`src/hdl/mlda_defines.svh`:
```
// Register map, field positions and reset values of the lane aligner
`ifndef MLDA_DEFINES_SVH
`define MLDA_DEFINES_SVH

// Register indices; byte address is four times the index
`define MLDA_IDX_CLK_SEL 8'h01
`define MLDA_IDX_LANE_EN 8'h04
`define MLDA_IDX_MASK_LO 8'h07
`define MLDA_IDX_WORD_A_LO 8'h08
`define MLDA_IDX_WORD_B_LO 8'h09
`define MLDA_IDX_HIGH_BITS 8'h0A
`define MLDA_IDX_IRQ_EN 8'h0C
`define MLDA_IDX_GROUP_MODE 8'h19
`define MLDA_IDX_FRAME_MODE 8'h1B
`define MLDA_IDX_STATUS 8'h82
`define MLDA_IDX_IRQ_LAT 8'h83

// Fields of the high-bits register (bus bit = 7 - printed bit)
`define MLDA_HB_A_MSB 3
`define MLDA_HB_A_LSB 2
`define MLDA_HB_B_MSB 1
`define MLDA_HB_B_LSB 0
`define MLDA_HB_M_MSB 5
`define MLDA_HB_M_LSB 4

// Group mode bits
`define MLDA_MODE_PAIR01 4
`define MLDA_MODE_PAIR23 5
`define MLDA_MODE_QUAD 6

// Status, enable and latch bit positions
`define MLDA_BIT_ALN01 5
`define MLDA_BIT_ALN23 4

// Reset values
`define MLDA_RST_CLK_SEL 8'h00
`define MLDA_RST_LANE_EN 8'h00
`define MLDA_RST_MASK_LO 8'hFF
`define MLDA_RST_WORD_LO 8'h7C
`define MLDA_RST_HIGH_BITS 8'h3F
`define MLDA_RST_IRQ_EN 8'h00
`define MLDA_RST_GROUP_MODE 8'h40
`define MLDA_RST_FRAME_MODE 8'h00

`endif

```
`src/hdl/mlda_pkg.sv`:
```
// Types shared by the lane aligner
package mlda_pkg;

    // One received lane word with its frame pulse
    typedef struct packed {
        logic frame;
        logic [9:0] word;
    } mlda_word_t;

    typedef enum logic {
        MLDA_HUNT,
        MLDA_LOCKED
    } mlda_grp_state_t;

    // Wishbone request as seen by the slave
    typedef struct packed {
        logic cyc;
        logic stb;
        logic we;
        logic [11:0] adr;
        logic [3:0] sel;
        logic [31:0] dat;
    } mlda_wb_req_t;

endpackage

```
`src/hdl/mlda_aligner.sv`:
```
// Four-lane deskew aligner with Wishbone register slave
//
// Decided for this implementation: the Wishbone register port.
`timescale 1ns/100ps
`include "mlda_defines.svh"

module mlda_aligner
    import mlda_pkg::*;
#(
    parameter int DEPTH = 16
) (
    input wire logic ref_clk,
    input wire logic rst_b,
    input wire mlda_wb_req_t wb_req,
    output logic [31:0] wb_dat_o,
    output logic wb_ack_o,
    input wire logic [3:0] rx_lane_clk,
    input wire mlda_word_t [3:0] rx_lane_in,
    input wire logic align_en,
    input wire logic align_resync,
    output mlda_word_t [3:0] lane_out,
    output logic [3:0] lane_out_valid,
    output logic aligned_01,
    output logic aligned_23,
    output logic status_irq
);

    localparam int AW = $clog2(DEPTH);
    localparam logic [AW:0] FULL_CNT = (AW+1)'(DEPTH);

    // Software registers
    logic [7:0] clk_sel_r;
    logic [7:0] lane_en_r;
    logic [7:0] mask_lo_r;
    logic [7:0] word_a_lo_r;
    logic [7:0] word_b_lo_r;
    logic [7:0] high_bits_r;
    logic [7:0] irq_en_r;
    logic [7:0] group_mode_r;
    logic [7:0] frame_mode_r;
    logic [7:0] irq_lat_r;
    logic [7:0] irq_lat_nxt;
    logic [7:0] status_w;
    logic [7:0] rd_byte;
    logic ack_r;
    logic bus_fire;
    logic bus_hit;
    logic [7:0] bus_idx;

    // Aligner reset, asserted by either reset, released on the clock
    logic aln_async_b;
    logic [1:0] aln_rst_sync_r;
    logic aln_rst_b;

    // Per-lane and per-group signals
    logic [9:0] word_a;
    logic [9:0] word_b;
    logic [9:0] cmp_mask;
    logic [3:0] in_rise;
    logic [3:0] out_edge;
    logic [3:0] head_mark;
    logic [3:0] head_valid;
    logic [3:0] overflow;
    logic [3:0] stall;
    logic [3:0] participate;
    logic [3:0] grp_mem [2];
    logic [1:0] all_mark;
    logic [1:0] grp_lost;
    logic [1:0] grp_locked;
    logic [3:0] lane_in_grp;
    logic [3:0] lane_grp_idx;

    // Bus decode; byte lane 0 carries every register
    assign bus_idx = wb_req.adr[9:2];
    assign bus_hit = (wb_req.adr[11:10] == 2'h0);
    assign bus_fire = wb_req.cyc & wb_req.stb & ack_r;
    assign wb_ack_o = ack_r;

    // Ack one cycle after the request; dropped the cycle after
    always_ff @(posedge ref_clk or negedge rst_b) begin
        if (!rst_b) begin
            ack_r <= 1'b0;
        end else begin
            ack_r <= wb_req.cyc & wb_req.stb & ~ack_r;
        end
    end

    // Read mux; unmapped addresses answer with zero
    always_comb begin
        rd_byte = 8'h00;
        if (bus_hit) begin
            case (bus_idx)
                `MLDA_IDX_CLK_SEL: rd_byte = clk_sel_r;
                `MLDA_IDX_LANE_EN: rd_byte = lane_en_r;
                `MLDA_IDX_MASK_LO: rd_byte = mask_lo_r;
                `MLDA_IDX_WORD_A_LO: rd_byte = word_a_lo_r;
                `MLDA_IDX_WORD_B_LO: rd_byte = word_b_lo_r;
                `MLDA_IDX_HIGH_BITS: rd_byte = high_bits_r;
                `MLDA_IDX_IRQ_EN: rd_byte = irq_en_r;
                `MLDA_IDX_GROUP_MODE: rd_byte = group_mode_r;
                `MLDA_IDX_FRAME_MODE: rd_byte = frame_mode_r;
                `MLDA_IDX_STATUS: rd_byte = status_w;
                `MLDA_IDX_IRQ_LAT: rd_byte = irq_lat_r;
                default: rd_byte = 8'h00;
            endcase
        end
    end

    // Read data is sampled together with the ack
    always_ff @(posedge ref_clk or negedge rst_b) begin
        if (!rst_b) begin
            wb_dat_o <= 32'h0000_0000;
        end else if (wb_req.cyc & wb_req.stb & ~ack_r) begin
            wb_dat_o <= {24'h00_0000, rd_byte};
        end else begin
            wb_dat_o <= 32'h0000_0000;
        end
    end

    // Register writes take effect on the acked edge
    always_ff @(posedge ref_clk or negedge rst_b) begin
        if (!rst_b) begin
            clk_sel_r <= `MLDA_RST_CLK_SEL;
            lane_en_r <= `MLDA_RST_LANE_EN;
            mask_lo_r <= `MLDA_RST_MASK_LO;
            word_a_lo_r <= `MLDA_RST_WORD_LO;
            word_b_lo_r <= `MLDA_RST_WORD_LO;
            high_bits_r <= `MLDA_RST_HIGH_BITS;
            irq_en_r <= `MLDA_RST_IRQ_EN;
            group_mode_r <= `MLDA_RST_GROUP_MODE;
            frame_mode_r <= `MLDA_RST_FRAME_MODE;
        end else if (bus_fire && wb_req.we && wb_req.sel[0] && bus_hit) begin
            case (bus_idx)
                `MLDA_IDX_CLK_SEL: clk_sel_r <= wb_req.dat[7:0];
                `MLDA_IDX_LANE_EN: lane_en_r <= wb_req.dat[7:0];
                `MLDA_IDX_MASK_LO: mask_lo_r <= wb_req.dat[7:0];
                `MLDA_IDX_WORD_A_LO: word_a_lo_r <= wb_req.dat[7:0];
                `MLDA_IDX_WORD_B_LO: word_b_lo_r <= wb_req.dat[7:0];
                `MLDA_IDX_HIGH_BITS: high_bits_r <= wb_req.dat[7:0];
                `MLDA_IDX_IRQ_EN: irq_en_r <= wb_req.dat[7:0];
                `MLDA_IDX_GROUP_MODE: group_mode_r <= wb_req.dat[7:0];
                `MLDA_IDX_FRAME_MODE: frame_mode_r <= wb_req.dat[7:0];
                default: ;
            endcase
        end
    end

    // Words and mask; bit 9 is the violation flag, bit 8 the control flag
    assign word_a = {high_bits_r[`MLDA_HB_A_MSB],
                     high_bits_r[`MLDA_HB_A_LSB], word_a_lo_r};
    assign word_b = {high_bits_r[`MLDA_HB_B_MSB],
                     high_bits_r[`MLDA_HB_B_LSB], word_b_lo_r};
    assign cmp_mask = {high_bits_r[`MLDA_HB_M_MSB],
                       high_bits_r[`MLDA_HB_M_LSB], mask_lo_r};

    // Status flags; the lanes 2/3 flag is idle in quad mode
    always_comb begin
        status_w = 8'h00;
        status_w[`MLDA_BIT_ALN01] = grp_locked[0];
        status_w[`MLDA_BIT_ALN23] = grp_locked[1] &
            ~group_mode_r[`MLDA_MODE_QUAD];
    end
    assign aligned_01 = status_w[`MLDA_BIT_ALN01];
    assign aligned_23 = status_w[`MLDA_BIT_ALN23];

    // Sticky latch: a read clears what it returned, but a flag still
    // high sets the bit again in the same edge, so set wins
    always_comb begin
        irq_lat_nxt = irq_lat_r;
        if (bus_fire && !wb_req.we && bus_hit &&
            bus_idx == `MLDA_IDX_IRQ_LAT) begin
            irq_lat_nxt = irq_lat_r & ~wb_dat_o[7:0];
        end
        irq_lat_nxt = (irq_lat_nxt | status_w) & irq_en_r;
    end

    always_ff @(posedge ref_clk or negedge rst_b) begin
        if (!rst_b) begin
            irq_lat_r <= 8'h00;
        end else begin
            irq_lat_r <= irq_lat_nxt;
        end
    end

    assign status_irq = |irq_lat_r;

    // Resync reset: async assert, clocked release avoids partial wakeup
    assign aln_async_b = rst_b & ~align_resync;
    always_ff @(posedge ref_clk or negedge aln_async_b) begin
        if (!aln_async_b) begin
            aln_rst_sync_r <= 2'b00;
        end else begin
            aln_rst_sync_r <= {aln_rst_sync_r[0], 1'b1};
        end
    end
    assign aln_rst_b = aln_rst_sync_r[1];

    // Group membership per lane
    always_comb begin
        participate = lane_en_r[3:0] | {4{align_en}};
        lane_in_grp = 4'h0;
        lane_grp_idx = 4'h0;
        if (group_mode_r[`MLDA_MODE_QUAD]) begin
            lane_in_grp = 4'hF;
        end else begin
            if (group_mode_r[`MLDA_MODE_PAIR01]) begin
                lane_in_grp[1:0] = 2'h3;
            end
            if (group_mode_r[`MLDA_MODE_PAIR23]) begin
                lane_in_grp[3:2] = 2'h3;
                lane_grp_idx[3:2] = 2'h3;
            end
        end
        grp_mem[0] = lane_in_grp & participate & ~lane_grp_idx;
        grp_mem[1] = lane_in_grp & participate & lane_grp_idx;
    end

    // Per-lane capture, buffer and read-out
    for (genvar i = 0; i < 4; i++) begin : g_lane
        logic [2:0] clk_sync_r;
        logic clk_lvl_r;
        mlda_word_t d1_r;
        mlda_word_t d2_r;
        mlda_word_t d3_r;
        mlda_word_t buf_r [DEPTH];
        logic [AW-1:0] wr_ptr_r;
        logic [AW-1:0] rd_ptr_r;
        logic [AW:0] cnt_r;
        logic rd;
        logic wr;
        logic full;
        mlda_word_t head;

        // Three-stage sampling of lane clock and data
        always_ff @(posedge ref_clk or negedge rst_b) begin
            if (!rst_b) begin
                clk_sync_r <= 3'h0;
                d1_r <= '0;
                d2_r <= '0;
                d3_r <= '0;
            end else begin
                clk_sync_r <= {clk_sync_r[1:0], rx_lane_clk[i]};
                d1_r <= rx_lane_in[i];
                d2_r <= d1_r;
                d3_r <= d2_r;
            end
        end

        // Level accepted once stages two and three agree
        always_ff @(posedge ref_clk or negedge rst_b) begin
            if (!rst_b) begin
                clk_lvl_r <= 1'b0;
            end else if (clk_sync_r[2] == clk_sync_r[1]) begin
                clk_lvl_r <= clk_sync_r[2];
            end
        end
        assign in_rise[i] = clk_sync_r[2] & clk_sync_r[1] & ~clk_lvl_r;

        // Output step on the selected recovered lane clock
        assign out_edge[i] = in_rise[clk_sel_r[2*i +: 2]];

        assign head = buf_r[rd_ptr_r];
        assign head_valid[i] = (cnt_r != '0);
        assign full = (cnt_r == FULL_CNT);
        assign wr = in_rise[i];
        assign overflow[i] = wr & full;

        // Marker test: the frame pulse in frame mode, else masked, against A or B
        assign head_mark[i] = frame_mode_r[0] ? head.frame :
            ((((head.word ^ word_a) & cmp_mask) == 10'h000) ||
             (((head.word ^ word_b) & cmp_mask) == 10'h000));

        // A full lane is forced on, so a stuck group cannot deadlock
        assign rd = out_edge[i] & head_valid[i] & (~stall[i] | full);

        // Buffer storage needs no reset; pointers guard it
        always_ff @(posedge ref_clk) begin
            if (wr && !full) begin
                buf_r[wr_ptr_r] <= d3_r;
            end
        end

        always_ff @(posedge ref_clk or negedge aln_rst_b) begin
            if (!aln_rst_b) begin
                wr_ptr_r <= '0;
                rd_ptr_r <= '0;
                cnt_r <= '0;
            end else begin
                if (wr && !full) begin
                    wr_ptr_r <= AW'((wr_ptr_r + 1'b1) % DEPTH);
                end
                if (rd) begin
                    rd_ptr_r <= AW'((rd_ptr_r + 1'b1) % DEPTH);
                end
                cnt_r <= cnt_r + (AW+1)'(wr && !full) - (AW+1)'(rd);
            end
        end

        // Lane output word and its one-cycle strobe
        always_ff @(posedge ref_clk or negedge aln_rst_b) begin
            if (!aln_rst_b) begin
                lane_out[i] <= '0;
                lane_out_valid[i] <= 1'b0;
            end else begin
                lane_out_valid[i] <= rd;
                if (rd) begin
                    lane_out[i] <= head;
                end
            end
        end

        // Hold a marker until every member lane shows one at its head
        assign stall[i] = lane_in_grp[i] & participate[i] & head_mark[i] &
            ~all_mark[lane_grp_idx[i]];
    end

    // Group alignment state
    for (genvar g = 0; g < 2; g++) begin : g_grp
        mlda_grp_state_t state_r;
        logic step;
        logic any_mark;

        assign all_mark[g] = (grp_mem[g] != 4'h0) &&
            (&(~grp_mem[g] | (head_mark & head_valid)));
        assign any_mark = |(grp_mem[g] & head_mark & head_valid);
        assign step = |(grp_mem[g] & out_edge);
        // Markers apart on one step, an overflow, or no members is loss
        assign grp_lost[g] = (step & any_mark & ~all_mark[g]) |
            (|(grp_mem[g] & overflow)) | (grp_mem[g] == 4'h0);

        always_ff @(posedge ref_clk or negedge aln_rst_b) begin
            if (!aln_rst_b) begin
                state_r <= MLDA_HUNT;
            end else begin
                case (state_r)
                    MLDA_HUNT: begin
                        if (step && all_mark[g]) begin
                            state_r <= MLDA_LOCKED;
                        end
                    end
                    MLDA_LOCKED: begin
                        if (grp_lost[g]) begin
                            state_r <= MLDA_HUNT;
                        end
                    end
                    default: state_r <= MLDA_HUNT;
                endcase
            end
        end
        assign grp_locked[g] = (state_r == MLDA_LOCKED);
    end

endmodule // mlda_aligner

```
`config.mk`:
```
export PLATFORM = sky130hd
export DESIGN_NAME = mlda_aligner
export DESIGN_NICKNAME = d
export VERILOG_FILES = /design/src/hdl/mlda_pkg.sv /design/src/hdl/mlda_aligner.sv
export VERILOG_INCLUDE_DIRS = /design/src /design/src/hdl
export SDC_FILE = /design/constraint.sdc
export NUM_CORES = 1
export LEC_CHECK = 0
export ABC_AREA = 1
export BUFFER_PORTS_ARGS = -buffer_cell sky130_fd_sc_hd__buf_4
export CORE_MARGIN = 1
export CORE_UTILIZATION = 35
export DETAILED_ROUTE_END_ITERATION = 7
export GPL_ROUTABILITY_DRIVEN = 0
export PLACE_DENSITY_LB_ADDON = 0.08
export SETUP_SLACK_MARGIN = 0.5
export SLEW_MARGIN = 20
export SYNTH_ARGS = -nofsm -noshare
export SYNTH_HDL_FRONTEND = slang
export SYNTH_SLANG_ARGS = --single-unit
```
`constraint.sdc`:
```
create_clock -name ref_clk -period 3.19 [get_ports ref_clk]
set_input_delay 0.1595 -clock ref_clk [delete_from_list [all_inputs] [get_ports ref_clk]]
set_output_delay 0.1595 -clock ref_clk [all_outputs]
set_load 0.02 [all_outputs]
```
# [Word-level counts from Yosys, hierarchy flattened]
# Memories as Yosys holds them, arrays and structs flattened.
# Cells that the tools add are included.
[classes] bitwise_logic=104 n_lt_le_gt_ge=6 eq_ne=19 n_reduce_logical=58 muxes=38 addsub=16
[op_table] cell="8-bit one-hot mux with 11 select lines" n=1
[op_table] cell="10-bit AND" n=8
[op_table] cell="10-bit zero test" n=8
[op_table] cell="10-bit bitwise XOR" n=8
[op_table] cell="4-bit AND" n=12
[op_table] cell="1-bit AND" n=41
[op_table] cell="4-bit by 1-bit adder with 4-bit output, second input constant" n=8
[op_table] cell="8-bit by 4-bit == test with 1-bit output, second input constant" n=4
[op_table] cell="1-bit 2-to-1 mux" n=24
[op_table] cell="8-bit 2-to-1 mux" n=3
[op_table] cell="4-bit OR reduction" n=6
[op_table] cell="5-bit by 1-bit adder with 5-bit output" n=4
[op_table] cell="5-bit == test, second input constant" n=4
[op_table] cell="5-bit nonzero test" n=4
[op_table] cell="5-bit by 1-bit subtractor with 5-bit output" n=4
[op_table] cell="2-bit AND reduction" n=9
[op_table] cell="1-bit inverter" n=17
[op_table] cell="8-bit AND" n=2
[op_table] cell="8-bit by 3-bit == test with 1-bit output, second input constant" n=2
[op_table] cell="8-bit by 5-bit == test with 1-bit output, second input constant" n=2
[op_table] cell="8-bit == test, second input constant" n=2
[op_table] cell="1-bit logical AND" n=14
[op_table] cell="2-bit by 3-bit < comparator with 1-bit output, second input constant" n=4
[op_table] cell="4-bit inverter" n=3
[op_table] cell="18 further kinds" n=47
[word_totals] mem_bits_rw=704 output_inout_bits=84 ff_bits=365 n_memories=4 input_bits=103
[memory_table] memory="g_lane[0].buf_r" depth=16 word_bits=11 read_ports=1 rd_clocked_by_memory_dff=0 write_ports=1 line="mlda_aligner.sv:225" rtl="mlda_word_t buf_r [DEPTH];"
[memory_table] memory="g_lane[1].buf_r" depth=16 word_bits=11 read_ports=1 rd_clocked_by_memory_dff=0 write_ports=1 line="mlda_aligner.sv:225"
[memory_table] memory="g_lane[2].buf_r" depth=16 word_bits=11 read_ports=1 rd_clocked_by_memory_dff=0 write_ports=1 line="mlda_aligner.sv:225"
[memory_table] memory="g_lane[3].buf_r" depth=16 word_bits=11 read_ports=1 rd_clocked_by_memory_dff=0 write_ports=1 line="mlda_aligner.sv:225"

# [Depth between registers and ports, before layout]
# An unclocked memory read counts as a cell.
[logic_depth] ltp_word=18 depth_mapped=33

# [Least setup slack after synthesis]
# No wires, ideal clock.
[synth_path] path_kind="register to register" start="register g_lane[3].rd_ptr_r[0]" end="register g_lane[0].cnt_r[4]" arrival_time_ns=3.726 synth_period_minus_slack_ns=3.854 required_time_ns=3.062 path_buffers=3 slack_ns=-0.664 stages_incl_launch_ff=31 cell_sequence="dfrtp_1 > buf_2 > buf_4 > or2_2 > nand3_1 > nand3_1 > nand3_1 > nand2_1 > nand2_1 > nand3_1 > nand2_1 > nor2_1 > nand3_1 > nand3_1 > nand3_1 > nand2_1 > nand2_2 > nor2_4 > inv_2 > nand3_4 > nand2_2 > buf_2 > inv_1 > ha_1 > inv_1 > ha_1 > inv_1 > fa_1 > o21ai_0 > a21oi_1 > xor2_1"
[synth_via] elab_chain_cells=16 elab_cells_between_ends=19 classes_between="1 x add/sub; 1 x mux; 11 x bitwise; 5 x reduce/logical; 1 x memory"
[synth_lines] item="start: declaration" line="mlda_aligner.sv:227" rtl="logic [AW-1:0] rd_ptr_r;"
[synth_lines] item="start signal: assignment" line="mlda_aligner.sv:293" rtl="rd_ptr_r <= AW'((rd_ptr_r + 1'b1) % DEPTH);"
[synth_lines] item="memory 16 x 11 bit (*)"
[synth_lines] item="10-bit bitwise XOR (on tied branches)" line="mlda_aligner.sv:270, mlda_aligner.sv:271"
[synth_lines] item="10-bit AND (on tied branches)" line="mlda_aligner.sv:270, mlda_aligner.sv:271"
[synth_lines] item="10-bit zero test (on tied branches)" line="mlda_aligner.sv:270, mlda_aligner.sv:271"
[synth_lines] item="1-bit logical OR" line="mlda_aligner.sv:270" rtl="((((head.word ^ word_a) & cmp_mask) == 10'h000) ||"
[synth_lines] item="1-bit 2-to-1 mux (*)" line="mlda_aligner.sv:269" rtl="assign head_mark[i] = frame_mode_r[0] ? head.frame :"
[synth_lines] item="4-bit AND (*)" line="mlda_aligner.sv:324" rtl="(&(~grp_mem[g] | (head_mark & head_valid)));"
[synth_lines] item="4-bit bitwise OR (*)" line="mlda_aligner.sv:324"
[synth_lines] item="4-bit AND reduction (*)" line="mlda_aligner.sv:324"
[synth_lines] item="1-bit logical AND (*)" line="mlda_aligner.sv:323" rtl="assign all_mark[g] = (grp_mem[g] != 4'h0) &&"
[synth_lines] item="1-bit inverter (*)" line="mlda_aligner.sv:314" rtl="~all_mark[lane_grp_idx[i]];"
[synth_lines] item="1-bit AND (*)" line="mlda_aligner.sv:313" rtl="assign stall[i] = lane_in_grp[i] & participate[i] & head_mark[i] &"
[synth_lines] item="1-bit inverter (*)" line="mlda_aligner.sv:274" rtl="assign rd = out_edge[i] & head_valid[i] & (~stall[i] | full);"
[synth_lines] item="1-bit bitwise OR (*)" line="mlda_aligner.sv:274"
[synth_lines] item="1-bit AND (*)" line="mlda_aligner.sv:274"
[synth_lines] item="via g_lane[0].rd" line="mlda_aligner.sv:229" rtl="logic rd;"
[synth_lines] item="5-bit by 1-bit subtractor with 5-bit output (*)" line="mlda_aligner.sv:295" rtl="cnt_r <= cnt_r + (AW+1)'(wr && !full) - (AW+1)'(rd);"
[synth_lines] item="end signal: assignment" line="mlda_aligner.sv:295"
[synth_lines] item="end: declaration" line="mlda_aligner.sv:228" rtl="logic [AW:0] cnt_r;"
# Mark *: on every way through the listed nets, which the timed path passes. The rest lies on a longest branch.
# A chain may end at the register's enable or synchronous reset.

# [Worst setup path after layout]
[layout_path] start="register g_lane[1].rd_ptr_r[0]" end="register g_lane[3].cnt_r[4]"
[layout_via] elab_chain_cells=18 elab_cells_between_ends=24 classes_between="1 x add/sub; 3 x mux; 12 x bitwise; 7 x reduce/logical; 1 x memory"
[layout_lines] item="start: declaration" line="mlda_aligner.sv:227"
[layout_lines] item="start signal: assignment" line="mlda_aligner.sv:293"
[layout_lines] item="memory 16 x 11 bit (*)"
[layout_lines] item="10-bit bitwise XOR (on tied branches)" line="mlda_aligner.sv:270, mlda_aligner.sv:271"
[layout_lines] item="10-bit AND (on tied branches)" line="mlda_aligner.sv:270, mlda_aligner.sv:271"
[layout_lines] item="10-bit zero test (on tied branches)" line="mlda_aligner.sv:270, mlda_aligner.sv:271"
[layout_lines] item="1-bit logical OR" line="mlda_aligner.sv:270"
[layout_lines] item="1-bit 2-to-1 mux (*)" line="mlda_aligner.sv:269"
[layout_lines] item="4-bit AND (*)" line="mlda_aligner.sv:324"
[layout_lines] item="4-bit bitwise OR" line="mlda_aligner.sv:324"
[layout_lines] item="(+2 left out)"
[layout_lines] item="1-bit 2-to-1 mux (implied by the code) (*) (2 in series)" line="mlda_aligner.sv:314"
[layout_lines] item="1-bit inverter (*)" line="mlda_aligner.sv:314"
[layout_lines] item="1-bit AND (*)" line="mlda_aligner.sv:313"
[layout_lines] item="1-bit inverter (*)" line="mlda_aligner.sv:274"
[layout_lines] item="1-bit bitwise OR (*)" line="mlda_aligner.sv:274"
[layout_lines] item="1-bit AND (*)" line="mlda_aligner.sv:274"
[layout_lines] item="via g_lane[3].rd" line="mlda_aligner.sv:229"
[layout_lines] item="5-bit by 1-bit subtractor with 5-bit output (*)" line="mlda_aligner.sv:295"
[layout_lines] item="end signal: assignment" line="mlda_aligner.sv:295"
[layout_lines] item="end: declaration" line="mlda_aligner.sv:228"
# Mark *: on every way through the listed nets, which the timed path passes. The rest lies on a longest branch. The select of a mux whose other input is x is not followed.

==> flow_summary.yaml <==
power:
  power_density_mw_per_mm2: 854
  leakagePower_nw: 23.6
  vdd_drop_max_uv: 532
global_route:
  wire_length_of_the_first_global_routing_pass_um: 205000
  gr-usage-all-layers: 0.220
  globalRouteOverflowTotal: 0
  antenna_violations_before_repair: 2
  pin_count_of_the_biggest_net_entering_global_routing: 74
  number_of_global_route_vias_before_repair: 30507
logic_synthesis:
  postSynth.asyncResetShare: 0.326
  synthesis.area_per_instance_um2: 10.7
  number_of_standard_cells_after_synthesis: 4049
  yosys.area.top_type_share: 0.486
  synth_seq_cells: 1045
  synthTopCellsByArea: "sky130_fd_sc_hd__edfxtp_1 49%, sky130_fd_sc_hd__dfrtp_1 18%, sky130_fd_sc_hd__nand2_1 9.6%"
  area_of_the_mapped_netlist_mm2: 0.0435
  post_synth_num_cell_types: 54
  ys_seq_area_frac: 0.682
  synth-main-ff-cell: "sky130_fd_sc_hd__edfxtp_1"
  synth_edf_count: 704
  synthDominantAreaCellType: "sky130_fd_sc_hd__edfxtp_1"
  synth_warnings: 0
critical_path:
  worstPathRequired_ns: 3.88
  critical_path.slowest_cell: "sky130_fd_sc_hd__dfrtp_2"
  timing.critical_path.to_type: "register"
  worst_setup_path_start_kind: "register"
  timing.critical_path.fanout_max: 13
  timing.critical_path.arrival_ns: 4.67
  critPathMaxStageDelay_ns: 0.52
  worstSetupPathType: "register to register"
route:
  first_pass_iters: 6
  remaining_design_rule_violation_count: 0
  detailed_route_via_count: 31794
  antenna_left: 0
  avgRoutedWirePerCell_um: 21.7
  vias_per_cell: 4.91
  wl_um: 141000
  drtIter0Drc: 2632
timing:
  fin_tns_setup_ns: -17.55
  timing.max_slew.rel_slack: 0.448
  timing_hold_violations_final: 0
  setup_violations: 63
  worst_hold_slack_ns: 0.0659
  timing_max_transition_violations_final: 0
  max_freq_mhz: 251
  final.setup.worst_slack_ns: -0.790
  tcrit_tclk_final: 1.25
  period_minus_slack_ns: 3.98
  grt_setup_unrepaired: "true"
  clock_skew_ns: 0.0615
  tightestPinTransition_ns: 0.828
outcome:
  status: "finished with violations"
  violations: "setup timing"
die:
  initial_core_util: 0.353
  die-area_mm2: 0.126
  core_area_mm2: 0.123
  die_h_um: 355
  fp.dieW_um: 355
  floorplan.rows: 129
  number_of_primary_i_o_pins: 187
clock_network:
  cts_tree: "built"
  insertion_delay_ns: 0.77
  clock-sinks: 1045
  cts_max_level: 3
  cts_buffer_depth: 3
  clock_tree.root_cell: "sky130_fd_sc_hd__clkbuf_16"
  clk_transition_reported_paths_ns: 0.06
  cts_made_buffers: 115
final_layout:
  finish.utilization: 0.466
  antennaDiodeCount: 0
  layout-area-overhead-vs-synth_pct: 32.1
  fin_area_mm2: 0.0575
  fillCellCount: 11400
  post_route_cells_drive_above_1_share: 0.258
  final_cell_mix: "1,003 x sky130_fd_sc_hd__nand2_1, 704 x sky130_fd_sc_hd__edfxtp_1, 513 x sky130_fd_sc_hd__buf_4, 369 x sky130_fd_sc_hd__nor2_1, 344 x sky130_fd_sc_hd__nand3_1"
  num-nets-final: 4889
  multi_input_area_mm2: 0.0136
  layout.cells.most_common: "sky130_fd_sc_hd__nand2_1"
  seqCellArea_mm2: 0.0297
placed_design:
  placement.cell_area_mm2: 0.0499
  dpl.hpwl_um: 93700
  placement.setup.worst_slack_ns: -0.995
  numPortBuffers: 133
job:
  timing.max_cap.violations: 0
hold_path:
  hold_class: "input pin to register"
==> cell families after synthesis <==
| kind of cell | after synthesis | synth area share |
|---|---|---|
| compound gates | 377 | 0.0496 |
| xor+xnor | 37 | 0.00745 |
| fa+ha+maj | 52 | 0.0156 |
| buf+inv | 468 | 0.0474 |
| flops | 1045 | 0.682 |
| mux | 4 | 0.00103 |
| other cells | 2 | 0.000173 |
| simple gates | 2064 | 0.196 |
==> cell type report <==
class / instances / area share
Tap cell: 1637 / 0.0356
Multi-Input combinational cell: 2559 / 0.236
Clock inverter: 51 / 0.00805
Inverter: 282 / 0.0193
Clock buffer: 168 / 0.0587
Timing Repair Buffer: 731 / 0.125
Sequential cell: 1045 / 0.517
==> report_power, final <==
| part | internal [mW] | switching (mW) | total (mW) |
|---|---|---|---|
| combinational | 8.19 | 11.1 | 19.3 |
| clock | 7.75 | 5.63 | 13.4 |
| sequential | 15.5 | 0.916 | 16.4 |
==> layer usage <==
metal	share of wire	GRT usage	wire, µm	up-vias
met1	0.48	0.323	67000	15717
met5	0	0	0	-
li1	-	-	-	15049
met3	0.052	0.0314	7280	179
met2	0.45	0.339	63300	849
met4	0.021	0.0595	2980	0
==> final timing paths <==
check | start | to | slack [ns] | cells past startpoint
setup / recovery | g_lane[1].rd_ptr_r[0] | g_lane[3].cnt_r[4] | -0.79 | 28
hold / removal | rx_lane_in[29] | g_lane[2].d1_r[7] | 0.07 | 2
setup reg to reg | g_lane[1].rd_ptr_r[0] | g_lane[3].cnt_r[4] | -0.79 | 28
hold reg to reg | aln_rst_sync_r[1] | g_lane[0].wr_ptr_r[2] | 0.26 | 0
max in group asynchronous | rst_b | frame_mode_r[2] | 1.08 | 4
min in group asynchronous | aln_rst_sync_r[1] | g_lane[0].wr_ptr_r[2] | 0.26 | 0
==> through the flow <==
stage	power (mW)	instances
3_3_place_gp	32.3	6098
5_1_grt	51.7	6473
3_5_place_dp	32.4	6098
6_report	49.1	6473
4_1_cts	47.7	6440
2_1_floorplan	24.9	4072
==> synthesized netlist by cell type (37+ instances only) <==
library cell	instances
sky130_fd_sc_hd__nand3_1	484
sky130_fd_sc_hd__clkbuf_1	54
sky130_fd_sc_hd__buf_4	40
sky130_fd_sc_hd__edfxtp_1	704
sky130_fd_sc_hd__dfrtp_1	316
sky130_fd_sc_hd__ha_1	48
sky130_fd_sc_hd__o211ai_1	37
sky130_fd_sc_hd__o21ai_0	185
sky130_fd_sc_hd__a21oi_1	62
sky130_fd_sc_hd__buf_2	73
sky130_fd_sc_hd__inv_1	262
sky130_fd_sc_hd__nor2_1	406
sky130_fd_sc_hd__nand2_1	1119
==> sequential cells by signal (all words and copies together), names as in the netlist, 16 cells and up <==
name             flops
lane_out            44
g_lane.d3_r         44
g_lane.cnt_r        20
g_lane.buf_r       704
g_lane.d2_r         44
g_lane.d1_r         44
g_lane.rd_ptr_r     16
g_lane.wr_ptr_r     16
==> critical path, delay by kind of cell (launching register included) <==
kind                     cells  cell delay [ns]
AND/OR/NAND/NOR             17             1.70
adder cells (fa/ha/maj)      3             0.66
buffers and inverters        5             0.58
flip-flops                   1             0.52
AO/OA/AOI/OAI                2             0.29
XOR/XNOR                     1             0.15
==> what timing repair did <==
item	4_1_cts	5_1_grt
gates resized for setup	254	233
setup endpoints to repair	86	86
hold buffers	78	0
pin swaps	64	86
gates cloned	5	16
buffers inserted	40	16
endpoints found under the hold margin	274	0
(Power assumes the default switching activity.)
